<file path="config.mk">
export PLATFORM = sky130hd
export DESIGN_NAME = pssv_regs
export DESIGN_NICKNAME = d
export VERILOG_FILES = /design/src/design/pssv_pkg.sv /design/src/design/pssv_code_select.sv /design/src/design/pssv_regs.sv
export SDC_FILE = /design/constraint.sdc
export NUM_CORES = 1
export LEC_CHECK = 0
export ABC_AREA = 1
export BUFFER_PORTS_ARGS = -buffer_cell sky130_fd_sc_hd__buf_2
export CORE_UTILIZATION = 45
export DETAILED_ROUTE_END_ITERATION = 16
export GPL_ROUTABILITY_DRIVEN = 1
export GPL_TIMING_DRIVEN = 0
export PLACE_DENSITY_LB_ADDON = 0.08
export SYNTH_ARGS = -nofsm -noshare
export SYNTH_HDL_FRONTEND = slang
export SYNTH_SLANG_ARGS = --single-unit
</file>
<file path="constraint.sdc">
create_clock -name core_clk -period 2 [get_ports core_clk]
set_input_delay 0 -clock core_clk [delete_from_list [all_inputs] [get_ports core_clk]]
set_output_delay 0 -clock core_clk [all_outputs]
set_load 0.01 [all_outputs]
</file>
<file path="src/design/pssv_pkg.sv">
// package: register map, field layout and carriers for the shutdown/sleep/code register slice
package pssv_pkg;
  localparam logic [7:0] PSSV_ADDR_FORCE_SHUTDOWN = 8'h91;
  localparam logic [7:0] PSSV_ADDR_CONV1_SLEEP = 8'h92;
  localparam logic [7:0] PSSV_ADDR_CONV2_SLEEP = 8'h93;
  localparam logic [7:0] PSSV_ADDR_CONV4_VOLTAGE = 8'h94;
  localparam logic [7:0] PSSV_ADDR_CONV4_SLEEP_VOLTAGE = 8'h95;
  localparam int PSSV_CODE_MSB = 7;
  localparam int PSSV_CODE_LSB = 1;
  localparam int PSSV_FLAG_BIT = 0;
  localparam logic [7:0] PSSV_RESET_BYTE = 8'h00;
  localparam logic [6:0] PSSV_RESET_CODE = 7'h00;
  localparam logic [7:0] PSSV_READ_ZERO = 8'h00;
  localparam logic PSSV_PIN_FIRST = 1'b0;
  localparam logic PSSV_PIN_SECOND = 1'b1;
  localparam int PSSV_SHUTDOWN_PULSE_CYCLES = 4;

  typedef enum logic [1:0] {
    PSSV_ST_RUN = 2'b00,
    PSSV_ST_SHUTDOWN = 2'b01,
    PSSV_ST_RELEASE = 2'b10
  } pssv_state_t;

  // one register access request from the serial front end
  typedef struct packed {
    logic wr;
    logic rd;
    logic [7:0] addr;
    logic [7:0] wdata;
  } pssv_req_t;

  // per-converter voltage selection output
  typedef struct packed {
    logic [6:0] code;
    logic in_sleep;
  } pssv_sel_t;
endpackage

</file>
<file path="src/design/pssv_code_select.sv">
// module: normal/sleep voltage code selector for one converter
`timescale 1ns/1ps
module pssv_code_select
  import pssv_pkg::*;
(
  input wire logic [6:0] normal_code,
  input wire logic [6:0] sleep_code,
  input wire logic sleep_enable,
  input wire logic pin_select,
  input wire logic first_sleep_input,
  input wire logic second_sleep_input,
  output pssv_sel_t sel
);
  logic pin_level;

  // pin choice is a strap, never a register field
  assign pin_level = (pin_select == PSSV_PIN_SECOND) ? second_sleep_input : first_sleep_input;

  always_comb begin
    sel.in_sleep = sleep_enable && !pin_level;
    sel.code = sel.in_sleep ? sleep_code : normal_code;
  end
endmodule

</file>
<file path="src/design/pssv_regs.sv">
// module: shutdown, converter sleep and converter 4 code register bank
//
// Summary of operation
// - Writing shutdown bit 1 resets device and registers
// - Shutdown bit self-clears, reads back zero
// - Shutdown write gets no acknowledge
// - Converter 1 sleep disabled: always normal code
// - Converter 1 enabled: sleep code while pin low
// - Converter 2: sleep code if enabled, pin low
// - Sleep pin assignment fixed by factory strap
// - Sleep registers: code bits 7:1, enable bit 0
// - Converter 4 register: code 7:1, decay bit 0
// - Decay 0: actively slew down to lower code
// - Decay 1: passive decay to lower code
// - Converter 4 sleep register: code bits 7:1
`timescale 1ns/1ps
module pssv_regs
  import pssv_pkg::*;
#(
  parameter logic CONV1_PIN_SELECT = PSSV_PIN_FIRST,
  parameter logic CONV2_PIN_SELECT = PSSV_PIN_SECOND
)
(
  input wire logic core_clk,
  input wire logic rst_n,
  input wire logic clk_en,
  input pssv_req_t req,
  output logic ack,
  output logic [7:0] rdata,
  input wire logic first_sleep_input,
  input wire logic second_sleep_input,
  input wire logic [6:0] conv1_normal_code,
  input wire logic [6:0] conv2_normal_code,
  input wire logic conv4_sleep_active,
  output pssv_sel_t conv1_sel,
  output pssv_sel_t conv2_sel,
  output logic [6:0] conv4_target_code,
  output logic conv4_active_slew,
  output logic conv4_passive_decay,
  output logic emergency_shutdown
);
  ////////////////////////////////////////////////////////////////////////////////
  logic rst_sync1_reg;
  logic rst_sync2_reg;
  logic srst_n;
  pssv_state_t state_reg;
  logic [2:0] pulse_cnt_reg;
  logic regs_clear;
  logic [7:0] conv1_sleep_control_reg;
  logic [7:0] conv2_sleep_control_reg;
  logic [7:0] conv4_voltage_code_reg;
  logic [7:0] conv4_sleep_voltage_code_reg;
  logic [6:0] conv4_prev_target_reg;
  logic [6:0] conv4_target;
  logic shutdown_hit;
  logic [7:0] rdata_next;

  function automatic logic [6:0] code_of(input logic [7:0] value);
    code_of = value[PSSV_CODE_MSB:PSSV_CODE_LSB];
  endfunction

  function automatic logic hit(input pssv_req_t r, input logic [7:0] a);
    hit = r.wr && (r.addr == a);
  endfunction

  ////////////////////////////////////////////////////////////////////////////////
  always_ff @(posedge core_clk or negedge rst_n) begin
    if (!rst_n) begin
      rst_sync1_reg <= 1'b0;
      rst_sync2_reg <= 1'b0;
    end else begin
      rst_sync1_reg <= 1'b1;
      rst_sync2_reg <= rst_sync1_reg;
    end
  end
  assign srst_n = rst_sync2_reg;

  ////////////////////////////////////////////////////////////////////////////////
  // shutdown sequencer: a write of 1 pulses the emergency shutdown and wipes every register
  assign shutdown_hit = hit(req, PSSV_ADDR_FORCE_SHUTDOWN) && req.wdata[PSSV_FLAG_BIT];

  always_ff @(posedge core_clk or negedge srst_n) begin
    if (!srst_n) begin
      state_reg <= PSSV_ST_RUN;
      pulse_cnt_reg <= 3'h0;
    end else if (clk_en) begin
      case (state_reg)
        PSSV_ST_RUN: begin
          if (shutdown_hit) begin
            state_reg <= PSSV_ST_SHUTDOWN;
            pulse_cnt_reg <= 3'h0;
          end
        end
        PSSV_ST_SHUTDOWN: begin
          pulse_cnt_reg <= pulse_cnt_reg + 3'h1;
          if (pulse_cnt_reg == 3'(PSSV_SHUTDOWN_PULSE_CYCLES - 1)) begin
            state_reg <= PSSV_ST_RELEASE;
          end
        end
        PSSV_ST_RELEASE: begin
          state_reg <= PSSV_ST_RUN;
        end
        default: begin
          state_reg <= PSSV_ST_RUN;
        end
      endcase
    end
  end

  assign emergency_shutdown = (state_reg == PSSV_ST_SHUTDOWN);
  assign regs_clear = (state_reg != PSSV_ST_RUN);

  ////////////////////////////////////////////////////////////////////////////////
  // writes are ignored while the shutdown is in progress, since the device is going down
  always_ff @(posedge core_clk or negedge srst_n) begin
    if (!srst_n) begin
      conv1_sleep_control_reg <= PSSV_RESET_BYTE;
      conv2_sleep_control_reg <= PSSV_RESET_BYTE;
    end else if (clk_en) begin
      if (regs_clear) begin
        conv1_sleep_control_reg <= PSSV_RESET_BYTE;
        conv2_sleep_control_reg <= PSSV_RESET_BYTE;
      end else begin
        if (hit(req, PSSV_ADDR_CONV1_SLEEP)) begin
          conv1_sleep_control_reg <= req.wdata;
        end
        if (hit(req, PSSV_ADDR_CONV2_SLEEP)) begin
          conv2_sleep_control_reg <= req.wdata;
        end
      end
    end
  end

  always_ff @(posedge core_clk or negedge srst_n) begin
    if (!srst_n) begin
      conv4_voltage_code_reg <= PSSV_RESET_BYTE;
      conv4_sleep_voltage_code_reg <= PSSV_RESET_BYTE;
    end else if (clk_en) begin
      if (regs_clear) begin
        conv4_voltage_code_reg <= PSSV_RESET_BYTE;
        conv4_sleep_voltage_code_reg <= PSSV_RESET_BYTE;
      end else begin
        if (hit(req, PSSV_ADDR_CONV4_VOLTAGE)) begin
          conv4_voltage_code_reg <= req.wdata;
        end
        if (hit(req, PSSV_ADDR_CONV4_SLEEP_VOLTAGE)) begin
          // bit 0 is reserved and never stored
          conv4_sleep_voltage_code_reg <= {code_of(req.wdata), 1'b0};
        end
      end
    end
  end

  ////////////////////////////////////////////////////////////////////////////////
  // acknowledge and read data; the shutdown bit itself is never stored, so it reads zero
  always_comb begin
    case (req.addr)
      PSSV_ADDR_FORCE_SHUTDOWN: rdata_next = PSSV_READ_ZERO;
      PSSV_ADDR_CONV1_SLEEP: rdata_next = conv1_sleep_control_reg;
      PSSV_ADDR_CONV2_SLEEP: rdata_next = conv2_sleep_control_reg;
      PSSV_ADDR_CONV4_VOLTAGE: rdata_next = conv4_voltage_code_reg;
      PSSV_ADDR_CONV4_SLEEP_VOLTAGE: rdata_next = conv4_sleep_voltage_code_reg;
      default: rdata_next = PSSV_READ_ZERO;
    endcase
  end

  always_ff @(posedge core_clk or negedge srst_n) begin
    if (!srst_n) begin
      rdata <= PSSV_READ_ZERO;
    end else if (clk_en && req.rd) begin
      rdata <= rdata_next;
    end
  end

  // the front end withholds its acknowledge for the write that triggers shutdown
  assign ack = (req.wr || req.rd) && !shutdown_hit && !regs_clear;

  ////////////////////////////////////////////////////////////////////////////////
  pssv_code_select u_conv1_select (
    .normal_code(conv1_normal_code),
    .sleep_code(code_of(conv1_sleep_control_reg)),
    .sleep_enable(conv1_sleep_control_reg[PSSV_FLAG_BIT]),
    .pin_select(CONV1_PIN_SELECT),
    .first_sleep_input(first_sleep_input),
    .second_sleep_input(second_sleep_input),
    .sel(conv1_sel)
  );

  pssv_code_select u_conv2_select (
    .normal_code(conv2_normal_code),
    .sleep_code(code_of(conv2_sleep_control_reg)),
    .sleep_enable(conv2_sleep_control_reg[PSSV_FLAG_BIT]),
    .pin_select(CONV2_PIN_SELECT),
    .first_sleep_input(first_sleep_input),
    .second_sleep_input(second_sleep_input),
    .sel(conv2_sel)
  );

  ////////////////////////////////////////////////////////////////////////////////
  // converter 4: target follows sleep state; a drop in target picks slew or passive decay
  assign conv4_target = conv4_sleep_active ? code_of(conv4_sleep_voltage_code_reg)
                                           : code_of(conv4_voltage_code_reg);

  always_ff @(posedge core_clk or negedge srst_n) begin
    if (!srst_n) begin
      conv4_target_code <= PSSV_RESET_CODE;
      conv4_prev_target_reg <= PSSV_RESET_CODE;
      conv4_active_slew <= 1'b0;
      conv4_passive_decay <= 1'b0;
    end else if (clk_en) begin
      conv4_target_code <= conv4_target;
      conv4_prev_target_reg <= conv4_target;
      if (conv4_target < conv4_prev_target_reg) begin
        conv4_active_slew <= !conv4_voltage_code_reg[PSSV_FLAG_BIT];
        conv4_passive_decay <= conv4_voltage_code_reg[PSSV_FLAG_BIT];
      end else begin
        conv4_active_slew <= 1'b0;
        conv4_passive_decay <= 1'b0;
      end
    end
  end
endmodule

</file>
## Word level (Yosys, flattened, before mapping)

Cells that the tools add are included.

| operators by class | value |
|---|---|
| multipliers | 0 |
| div/mod/pow operators | 0 |
| add/sub/neg operators | 1 |
| eq/ne operators | 9 |
| multiplexer cells | 19 |
| reductions and logical operators | 30 |
| bitwise gates (word level) | 0 |
| magnitude comparators | 1 |
| shift-type cells | 0 |

Operators by type and width:

| cell | count |
|---|---|
| 8-bit 2-to-1 mux | 8 |
| 8-bit == test, second input constant | 5 |
| 8-bit one-hot mux with 4 select lines | 1 |
| 7-bit 2-to-1 mux | 3 |
| 2-bit nonzero test | 6 |
| 1-bit logical AND | 11 |
| 2-bit AND reduction | 4 |
| 7-bit < comparator | 1 |
| 3-bit one-hot mux with 2 select lines | 1 |
| 3-bit AND reduction | 2 |
| 1-bit zero test | 5 |
| 2-bit 2-to-1 mux | 2 |
| 2-bit one-hot mux with 2 select lines | 1 |
| 3-bit by 1-bit adder with 3-bit output, second input constant | 1 |
| 3-bit by 2-bit == test with 1-bit output, second input constant | 1 |
| 3-bit 2-to-1 mux | 1 |
| 2-bit by 1-bit == test with 1-bit output, second input constant | 1 |
| 2-bit zero test | 1 |
| 1-bit 2-to-1 mux | 2 |
| 2-bit by 1-bit inequality test with 1-bit output, second input constant | 1 |
| 2-bit inequality test, second input constant | 1 |
| 1-bit logical OR | 1 |

| storage, ports and cells | value |
|---|---|
| bits in writable memories | 0 |
| memories kept | 0 |
| output and inout bits | 35 |
| memory bits (read-only) | 0 |
| input bits | 38 |
| bits in latches | 0 |
| register bits after elaboration | 56 |
| word-level logic and storage cells | 72 |

## Depth between registers and ports, before layout

Gate-level depths: netlist of run 1.

| logic depth | value |
|---|---|
| depth after elaboration | 6 |
| depth in mapped cells | 10 |
| gate-level depth less buffers | 9 |

## Modules after synthesis

Synthesis of run 1 repeated with hierarchy kept, for this count alone.

| second synthesis, totals | value |
|---|---|
| cells, all modules | 434 |
| area total of the unflattened synthesis | 3467.1 um^2 |

Modules (own cells, without submodules):

| module | instances | cells an instance | seq. area each (um^2) | area each (um^2) |
|---|---|---|---|---|
| pssv_regs | 1 | 380 | 1376.3 | 3194.3 |
| pssv_code_select | 2 | 27 | 0.0 | 136.4 |

## Least setup slack after synthesis of run 1

OpenSTA, ideal clock, no wires.

| timing | value |
|---|---|
| kind | flip-flop to flip-flop |
| start point | register conv4_sleep_voltage_code_reg[7] |
| end point | register conv4_passive_decay |
| library setup time | 0.117 ns |
| period minus slack after synthesis | 1.240 ns |
| path slack | 0.760 ns |
| data required time | 1.883 ns |
| path buffers | 0 |
| cell stages (with the launch flop) | 8 |
| arrival | 1.122 ns |
| cells stage by stage | dfrtp_1 > nand2_1 > nand2_1 > ha_1 > nand2_1 > o21a_1 > nand3_1 > nand2_1 |

| between the ends | value |
|---|---|
| cells in the longest elaborated chain, start to end | 3 |

Ends and longest elaborated chain:

| what | line | text |
|---|---|---|
| from (decl) | pssv_regs.sv:52 | `logic [7:0] conv4_sleep_voltage_code_reg;` |
| from (signal assigned) | pssv_regs.sv:148 | `conv4_sleep_voltage_code_reg <= {code_of(req.wdata), 1'b0};` |
| 7-bit 2-to-1 mux | pssv_regs.sv:201 | `assign conv4_target = conv4_sleep_active ? code_of(conv4_sleep_voltage_code_reg)` |
| via conv4_target[6] | pssv_regs.sv:54 | `logic [6:0] conv4_target;` |
| 7-bit < comparator | pssv_regs.sv:213 | `if (conv4_target < conv4_prev_target_reg) begin` |
| 1-bit 2-to-1 mux | pssv_regs.sv:213 |  |
| to (signal assigned) | pssv_regs.sv:215 | `conv4_passive_decay <= conv4_voltage_code_reg[PSSV_FLAG_BIT];` |
| to (decl) | pssv_regs.sv:39 | `output logic conv4_passive_decay,` |

The timed path passes the listed nets, and every way through them passes these cells.
A chain may end at the register's enable or synchronous reset.

==> results of run 1 <==
## Yosys cell counts, types with 4 or more instances
| master | instances |
|---|---|
| buf_6 | 4 |
| dfrtp_1 | 55 |
| ha_1 | 8 |
| inv_1 | 28 |
| inv_2 | 6 |
| nand2_1 | 183 |
| nand2_2 | 8 |
| nand2_4 | 8 |
| nand3_1 | 68 |
| nand3_2 | 4 |
| nor2_1 | 6 |
| nor2_8 | 13 |
| o21ai_0 | 6 |
| o21ai_1 | 8 |
## worst register-to-register path, cell delays in order (launching register included)
cell,delay (ns)
dfrtp_1,0.42
nand2_1,0.08
nand2_1,0.07
ha_1,0.29
a21oi_1,0.17
o21a_1,0.17
nand3_1,0.09
nand2_1,0.06
## metrics by stage
stage                util  TNS, ns  hold WS [ns]
floorplan               -        0        -0.296
global placement    0.532   -16.95        -0.215
detailed placement  0.535        0        -0.209
CTS                 0.554        0        0.0391
global route        0.554        0        0.0592
finish              0.554        0        0.0414
## cells by family (layout without fill, tap and decap cells)
| group | after synthesis | after routing | share of synthesized area |
|---|---|---|---|
| simple gates | 298 | 298 | 0.464 |
| flops | 55 | 55 | 0.406 |
| buf+inv | 45 | 127 | 0.0683 |
| compound gates | 20 | 20 | 0.0310 |
| fa+ha+maj | 8 | 8 | 0.0296 |
| other cells | 1 | 1 | 0.00111 |
## power by group through the flow
stage,clock network [uW],registers (uW),logic [uW]
finish,739,1870,1440
CTS,756,1870,1460
floorplan,0,1810,1010
detailed placement,0,1890,1450
global route,810,1920,1670
global placement,0,1900,1390
## final cells by class
| type | count | area share |
|---|---|---|
| timing repair buffer | 74 | 0.0996 |
| sequential | 55 | 0.343 |
| inverter | 35 | 0.0358 |
| multi-input combinational | 327 | 0.443 |
| clock inverter | 1 | 0.00747 |
| tap | 99 | 0.0308 |
| buffer | 10 | 0.0218 |
| clock buffer | 7 | 0.0190 |
## worst paths after layout
| kind | startpoint | endpoint | slack [ns] |
|---|---|---|---|
| setup / recovery | conv1_sleep_control_reg[0] | conv1_sel[4] | 0.50 |
| hold / removal | conv4_sleep_active | conv4_prev_target_reg[0] | 0.04 |
| setup reg to reg | conv4_voltage_code_reg[5] | conv4_passive_decay | 0.60 |
| hold reg to reg | rst_sync2_reg | conv4_active_slew | 0.30 |
| max in group asynchronous | rst_sync2_reg | rdata[5] | 1.13 |
| min in group asynchronous | rst_sync2_reg | conv4_active_slew | 0.30 |
## per-layer routing
metal	wire, um	track usage
met1	3820	0.326
met2	3800	0.357
met3	432	0.0308
met4	37	0.0440
met5	0	0
==> results.toml, run 1 <==
[status]
status = "finished, final reports clean"

[synthesis]
synth_edf_count = 0
ys_seq_elements = 55
syn_nets = 473
ys_types = 29
synth_async_sr_flop_share = 1.00
synth_area_leaders = "dfrtp_1, nand2_1, nand3_1"
yosysWarnings = 0
syn_area_um2 = 3390
synthFlopType = "dfrtp_1"
yosysTopAreaCell = "dfrtp_1"
syn_area_per_cell_um2 = 7.93
synth_top_area_frac = 0.406
syn_inst = 427
ys_seq_area_frac = 0.406

[sta]
max_freq_mhz = 665
slew_headroom = 0.566
clock_skew_ns = 0.00598
report.final.slew_viol_count = 0
rsz0062_at_grt = "no"
fin_ws_ns = 0.496
fin_crit_sh = 0.752
worst_pin_slew_ns = 0.651
setup_viol = 0
hold_viol_final = 0
period_needed_ns = 1.50

[worst_setup_path]
slowest_delay_ns = 0.40
crit_buf_inv = 3
path_class = "flop to primary output"
cp_cell_sequence = "inv_1 > nor2_2 > inv_1 > nand2_1 > nand2_1 > buf_2"
crit_path_start_kind = "flop"
cp_data_required_time_ns = 2.00
r2r_cells = 7
cp_max_fo = 9
arrival_ns = 1.50
critical-path-top-delay-family = "simple AND/OR/NAND/NOR gates"
endpoint_kind = "primary output"
cp.depth = 6
cp_slowest_cell = "dfrtp_1"

[detailed_routing]
via_per_inst = 4.88
drt_iter0_markers = 149
ant_nets = 0
post_drt_wl_per_cell_um = 13.3
routed_wl_mm = 8.09
via_count = 2964
dr.pass1.iters = 4
drc = 0

[clock_tree]
cts.clk_slew.worst_paths_ns = 0.10
root_buffer = "clkbuf_8"
post_cts_resize_count = 0
cts_made_buffers = 5
hold_buffers = 3
cts_max_level = 2
cts.sinks = 55
cts_setup_buffers = 0
tritoncts = "done"
clockBufferDepth = 2
clk_latency_ns = 0.30

[grt]
grt_antenna_before_repair = 0
track_usage = 0.224
grt_pass1_wl_mm = 13.2
grt.overflow.total = 0
grt_max_degree = 28
grt_pass1_vias = 2642

[cells_and_area]
fin_nets = 554
final_cell_mix = "nand2_1, buf_2, nand3_1, dfrtp_1, inv_1"
final_area_um2 = 4020
multiInputGateArea_um2 = 1780
area_delta_synth_final_pct = 18.7
final_cells = 608
nFillCells = 750
diodes = 0
drive_above_1_share = 0.263
final_common_cell = "nand2_1"
seqCellArea_um2 = 1380

[power]
vdd_ir_drop_max_uv = 410
p_sw_frac = 0.395
power_frac_clock = 0.183
power.net_switching_uw = 1600
p_comb_frac = 0.356
power_frac_seq = 0.462
powerDensity_nw_per_um2 = 1010
internal_power_uw = 2450
p_leak_uw = 0.00233
power.total_uw = 4050

[die]
die-area_um2 = 7880
fp.coreArea_um2 = 7250
rows = 31
ios = 73
dieHeight_um = 88.8
start_util = 0.467
die_w_um = 88.8

[placement]
post-place-ws_ns = 0.617
place_area_um2 = 3880
dp.cells = 597
io_buffers = 70
dp_hpwl_mm = 6.20
place_congestion = 0.816

[job]
drv_cap = 0

[min_path]
hold_depth = 3
holdCritPathClass = "input port to flop"
Note: power is estimated with default switching activity, not from simulation.
==> run 2: changes to the inputs <==
- clock period: 2 -> 1.5 ns (I/O delays scaled with it)
==> run 2 against run 1 <==
  * Count of clock-buffer cells in the layout down 2
  * Sequential power rose by 34%
  * Critical endpoint is now conv4_active_slew
  * Final cell count unchanged
  * Flip-flop and latch count unchanged
  * Largest cell class unchanged
  * Wire length down 0.37%
  * Sequential share of layout area is 0.085 points lower
  * Combinational power up 36%
==> results.toml, run 2 (synthesized netlist as in run 1, its figures left out) <==
[status]
status = "finished, final reports clean"

[sta]
max_freq_mhz = 711
slew_headroom = 0.228
period_needed_ns = 1.41
report.final.slew_viol_count = 0
fin_tns_setup_ns = 0
hold_viol_final = 0
fin_crit_sh = 0.937
clock_skew_ns = 0.0166
setup_viol = 0
holdWs_ns = 0.0268
worst_pin_slew_ns = 1.16

[clock_tree]
clockBufferDepth = 2
cts.clk_slew.worst_paths_ns = 0.12
root_buffer = "clkbuf_8"
cts_max_level = 2
cts_made_buffers = 5
tritoncts = "done"
cts.sinks = 55
clk_latency_ns = 0.32

[detailed_routing]
ant_nets = 0
drt_iter0_markers = 181
drc = 0
via_count = 2962
post_drt_wl_per_cell_um = 13.3
met2_length_mm = 3.84
dr.pass1.iters = 4
top_layer_used = "met4"
route.met3.wl_um = 330
via_per_inst = 4.87
drt-met1-wl_mm = 3.82
routed_wl_mm = 8.06

[worst_setup_path]
reg2reg_slack_ns = 0.09
arrival_ns = 1.67
cp.depth = 7
critPathCapture = "conv4_active_slew"
cp_max_fo = 3
cp_data_required_time_ns = 1.76
critical-path-top-delay-family = "flip-flops"
slowest_delay_ns = 0.42
r2r_start = "conv4_voltage_code_reg[5]"
r2r_cells = 7
path_class = "flop to flop"
cp_slowest_cell = "dfrtp_1"
crit_path_start_kind = "flop"
reg2reg_to = "conv4_active_slew"
crit_buf_inv = 0
worstSetupStartpoint = "conv4_voltage_code_reg[5]"
cp_cell_sequence = "nand2_1 > nand2_1 > ha_1 > a21oi_1 > o21a_1 > nand3_1 > nand2_1"
critPathMostFrequentCell = "nand2_1"
endpoint_kind = "flop"

[die]
start_util = 0.467
dieHeight_um = 88.8
die-area_um2 = 7880
die_w_um = 88.8
ios = 73
rows = 31
fp.coreArea_um2 = 7250

[grt]
grt_pass1_vias = 2647
grt_max_degree = 54
grt_antenna_before_repair = 0
track_usage = 0.217
grt.overflow.total = 0
grt_pass1_wl_mm = 12.9

[power]
p_leak_uw = 0.00233
vdd_ir_drop_max_uv = 638
powerDensity_nw_per_um2 = 1370

[cells_and_area]
final_area_um2 = 4030
final_util = 0.555
drive_above_1_share = 0.273
area_delta_synth_final_pct = 19.0
final_common_cell = "nand2_1"
diodes = 0
final_cell_mix = "nand2_1, buf_2, nand3_1, dfrtp_1, inv_1"
fin_nets = 554

[placement]
place_area_um2 = 3860
dp_hpwl_mm = 6.10
place_congestion = 0.826
io_buffers = 70

[job]
drv_cap = 0

[min_path]
holdCritPathClass = "input port to flop"
==> run 2: cell count changes in the layout (fill, tap and decap cells not counted), moves of 2 or more <==
cell and delta:
inv_2 +2, clkbuf_1 -2, inv_1 -2, nor2_4 +2
==> run 2: stage by stage <==
stage / setup slack (ns) / power, uW / std cells
2_1_floorplan: 0.260 / 3770 / 427
3_3_place_gp: 0.144 / 4390 / 596
3_5_place_dp: 0.127 / 4450 / 596
4_1_cts: 0.0924 / 5510 / 607
5_1_grt: -0.0119 / 5930 / 608
6_report: 0.0938 / 5500 / 608
==> run 2: layer usage <==
layer  vias up  GRT usage
met1      1368      0.299
li1       1515          -
met3         6     0.0280
met4         0     0.0440
met2        73      0.366
met5         -          0
==> run 2: worst reg2reg max path, cell delays in order, from the launching register on <==
cell	delay, ns
dfrtp_1	0.42
nand2_1	0.07
nand2_1	0.07
ha_1	0.29
a21oi_1	0.15
o21a_1	0.19
nand3_1	0.09
nand2_1	0.07
==> run 2: what timing repair did <==
action,in CTS,in global routing
endpoints found under the setup margin,8,5
setup buffers,0,1
pin swaps,0,1
resized for setup,2,3
hold endpoints to repair,7,0
hold buffers,3,0
==> run 2: worst min-delay path by stage <==
stage	startpoint	end	slack [ns]	depth (start not counted)
5_1_grt	conv4_sleep_active	conv4_prev_target_reg[0]	0.05	3
2_1_floorplan	rst_n	rst_sync1_reg	-0.30	0
3_3_place_gp	rst_n	rst_sync1_reg	-0.22	1
3_5_place_dp	rst_n	rst_sync1_reg	-0.21	1
4_1_cts	conv4_sleep_active	conv4_prev_target_reg[0]	0.03	3
6_report	conv4_sleep_active	conv4_prev_target_reg[0]	0.03	3
==> run 2: layout make-up <==
type	count	area [um2]
buffer	10	87.6
clock buffer	5	68.8
clock inverter	3	47.5
fill	728	3220
inverter	35	144
multi-input combinational	327	1790
sequential	55	1380
tap	99	124
timing repair buffer	74	388
==> run 2: report_power, final <==
group	leakage [uW]	switching (uW)	internal (uW)
clock	0.0000587	532	507
combinational	0.00156	1190	772
sequential	0.000711	487	2020
==> run 3: changes to the inputs <==
- CORE_MARGIN: not set -> 4
- CTS_BUF_LIST: not set -> sky130_fd_sc_hd__clkbuf_16
==> run 3 against run 2 <==
  * First-iteration DRC count is 19% lower
  * Total power rose by 2.6%
  * Final cell count grew 0.33%
  * Non-clock buffer count up 2
  * Count of clock-buffer cells in the layout is the same
  * Highest routed layer unchanged
  * Fmax rose by 1.4%
  * Critical endpoint unchanged
  * Worst setup slack better by 0.019 ns
  * Sequential power hardly changed
  * Register-to-register slack improved by 0.02 ns
  * Critical path type unchanged
  * Sequential share of layout area down 0.23 points
  * Clock power rose by 8%
==> results.toml, run 3 (synthesized netlist as in run 1, its figures left out) <==
[worst_setup_path]
critPathMostFrequentCell = "nand2_1"
slowest_delay_ns = 0.40
reg2reg_slack_ns = 0.11
cp_data_required_time_ns = 1.68
reg2reg_to = "conv4_active_slew"
critical-path-top-delay-family = "flip-flops"
cp_max_fo = 3
arrival_ns = 1.57
endpoint_kind = "flop"
r2r_start = "conv4_sleep_voltage_code_reg[7]"
r2r_cells = 7
path_class = "flop to flop"
cp_slowest_cell = "dfrtp_1"
crit_path_start_kind = "flop"
cp_cell_sequence = "nand2_1 > nand2_1 > ha_1 > nand2_1 > o21a_1 > nand3_1 > nand2_1"
crit_buf_inv = 0

[detailed_routing]
post_drt_wl_per_cell_um = 13.6
dr.pass1.iters = 4
routed_wl_mm = 8.30
via_count = 3036
ant_nets = 0
via_per_inst = 4.98
drt_iter0_markers = 147
drc = 0

[sta]
clock_skew_ns = 0.00637
fin_tns_setup_ns = 0
report.final.slew_viol_count = 0
setup_viol = 0
holdWs_ns = 0.0231
fin_crit_sh = 0.924
max_freq_mhz = 721
rsz0062_at_grt = "no"
worst_pin_slew_ns = 0.723
slew_headroom = 0.518
hold_viol_final = 0
period_needed_ns = 1.39

[clock_tree]
clk_latency_ns = 0.29
clockBufferDepth = 2
cts_made_buffers = 5
cts.sinks = 55
cts.clk_slew.worst_paths_ns = 0.07
cts_max_level = 2
root_buffer = "clkbuf_16"
tritoncts = "done"

[job]
drv_cap = 0

[placement]
io_buffers = 70
place_congestion = 0.823
dp_hpwl_mm = 6.25

[grt]
grt_pass1_vias = 2884
track_usage = 0.198
grt.overflow.total = 0
grt_max_degree = 54
grt_pass1_wl_mm = 13.8
grt_antenna_before_repair = 0

[min_path]
holdCritPathClass = "input port to asynchronous set/reset pin"

[die]
start_util = 0.464
fp.coreArea_um2 = 7290
die_w_um = 94.8
rows = 31
dieHeight_um = 94.8
ios = 73
die-area_um2 = 8980

[power]
vdd_ir_drop_max_uv = 463
p_comb_frac = 0.359
p_sw_frac = 0.391
p_leak_uw = 0.00235
internal_power_uw = 3440
powerDensity_nw_per_um2 = 1390
power_frac_clock = 0.199
power.net_switching_uw = 2210
power_frac_seq = 0.442
power.total_uw = 5650

[cells_and_area]
final_cell_mix = "nand2_1, buf_2, nand3_1, dfrtp_1, inv_1"
multiInputGateArea_um2 = 1790
area_delta_synth_final_pct = 20.0
nFillCells = 747
diodes = 0
fin_nets = 556
drive_above_1_share = 0.270
seqCellArea_um2 = 1380
final_common_cell = "nand2_1"

[status]
status = "finished, final reports clean"
## run 3: cell types whose count changed in the layout (fill, tap and decap cells not counted), sizes merged
cell	change
buf	+3
bufinv	-1
clkinv	+1
dlygate4sd3	-1
## run 3: repair_timing
item,4_1_cts,5_1_grt
endpoints found under the hold margin,5,0
setup buffers,0,4
setup endpoints to repair,4,36
hold buffers,2,0
resized for setup,1,4
pin swaps,0,3
## run 3: how the worst max path moves through the flow
stage                                          startpoint                  end  slack (ns)  cells past startpoint
after global routing      conv4_sleep_voltage_code_reg[7]    conv4_active_slew      0.0008                      7
after CTS                      conv1_sleep_control_reg[0]         conv1_sel[2]        0.02                      6
after floorplan           conv4_sleep_voltage_code_reg[7]  conv4_passive_decay        0.26                      7
after global placement          conv4_voltage_code_reg[5]    conv4_active_slew        0.15                      7
after detailed placement  conv4_sleep_voltage_code_reg[7]    conv4_active_slew        0.11                      7
final                     conv4_sleep_voltage_code_reg[7]    conv4_active_slew        0.11                      7
## run 3: routing by layer
layer  vias to the layer above  GRT usage  part of all wire
met4                         0     0.0577             0.020
met5                         -          0                 0
met2                        71      0.311              0.45
met3                        15     0.0319             0.040
li1                       1518          -                 -
met1                      1432      0.282              0.49
## run 3: through the flow
| stage | instance area (um2) | worst slack [ns] | util | cells |
|---|---|---|---|---|
| after floorplan | 3390 | 0.260 | - | 427 |
| after global placement | 3860 | 0.145 | 0.530 | 596 |
| after detailed placement | 3860 | 0.106 | 0.530 | 596 |
| after global routing | 4060 | 0.000754 | 0.557 | 610 |
| final | 4060 | 0.113 | 0.557 | 610 |
| after CTS | 4020 | 0.0158 | 0.552 | 606 |
## run 3: layout make-up
class | instances | share of cell area
plain buffers | 10 | 0.0216
clock buffers | 5 | 0.0308
clock inverters | 3 | 0.00277
inverters | 35 | 0.0354
multi-input cells | 327 | 0.441
flip-flops and latches | 55 | 0.340
well taps | 99 | 0.0305
repair buffers | 76 | 0.0985
## run 3: power by group through the flow
stage	Sequential, uW	Combinational [uW]	Clock (uW)
floorplan	2420	1350	0
global placement	2520	1870	0
detailed placement	2540	1930	0
CTS	2510	1940	1140
global route	2580	2350	1190
finish	2500	2030	1120
## run 3: worst register-to-register path, delay by kind of cell (launching register included)
kind | cells | cell delay [ns]
AND/OR/NAND/NOR | 5 | 0.38
AO/OA/AOI/OAI | 1 | 0.21
adder cells (fa/ha/maj) | 1 | 0.29
flip-flops | 1 | 0.40
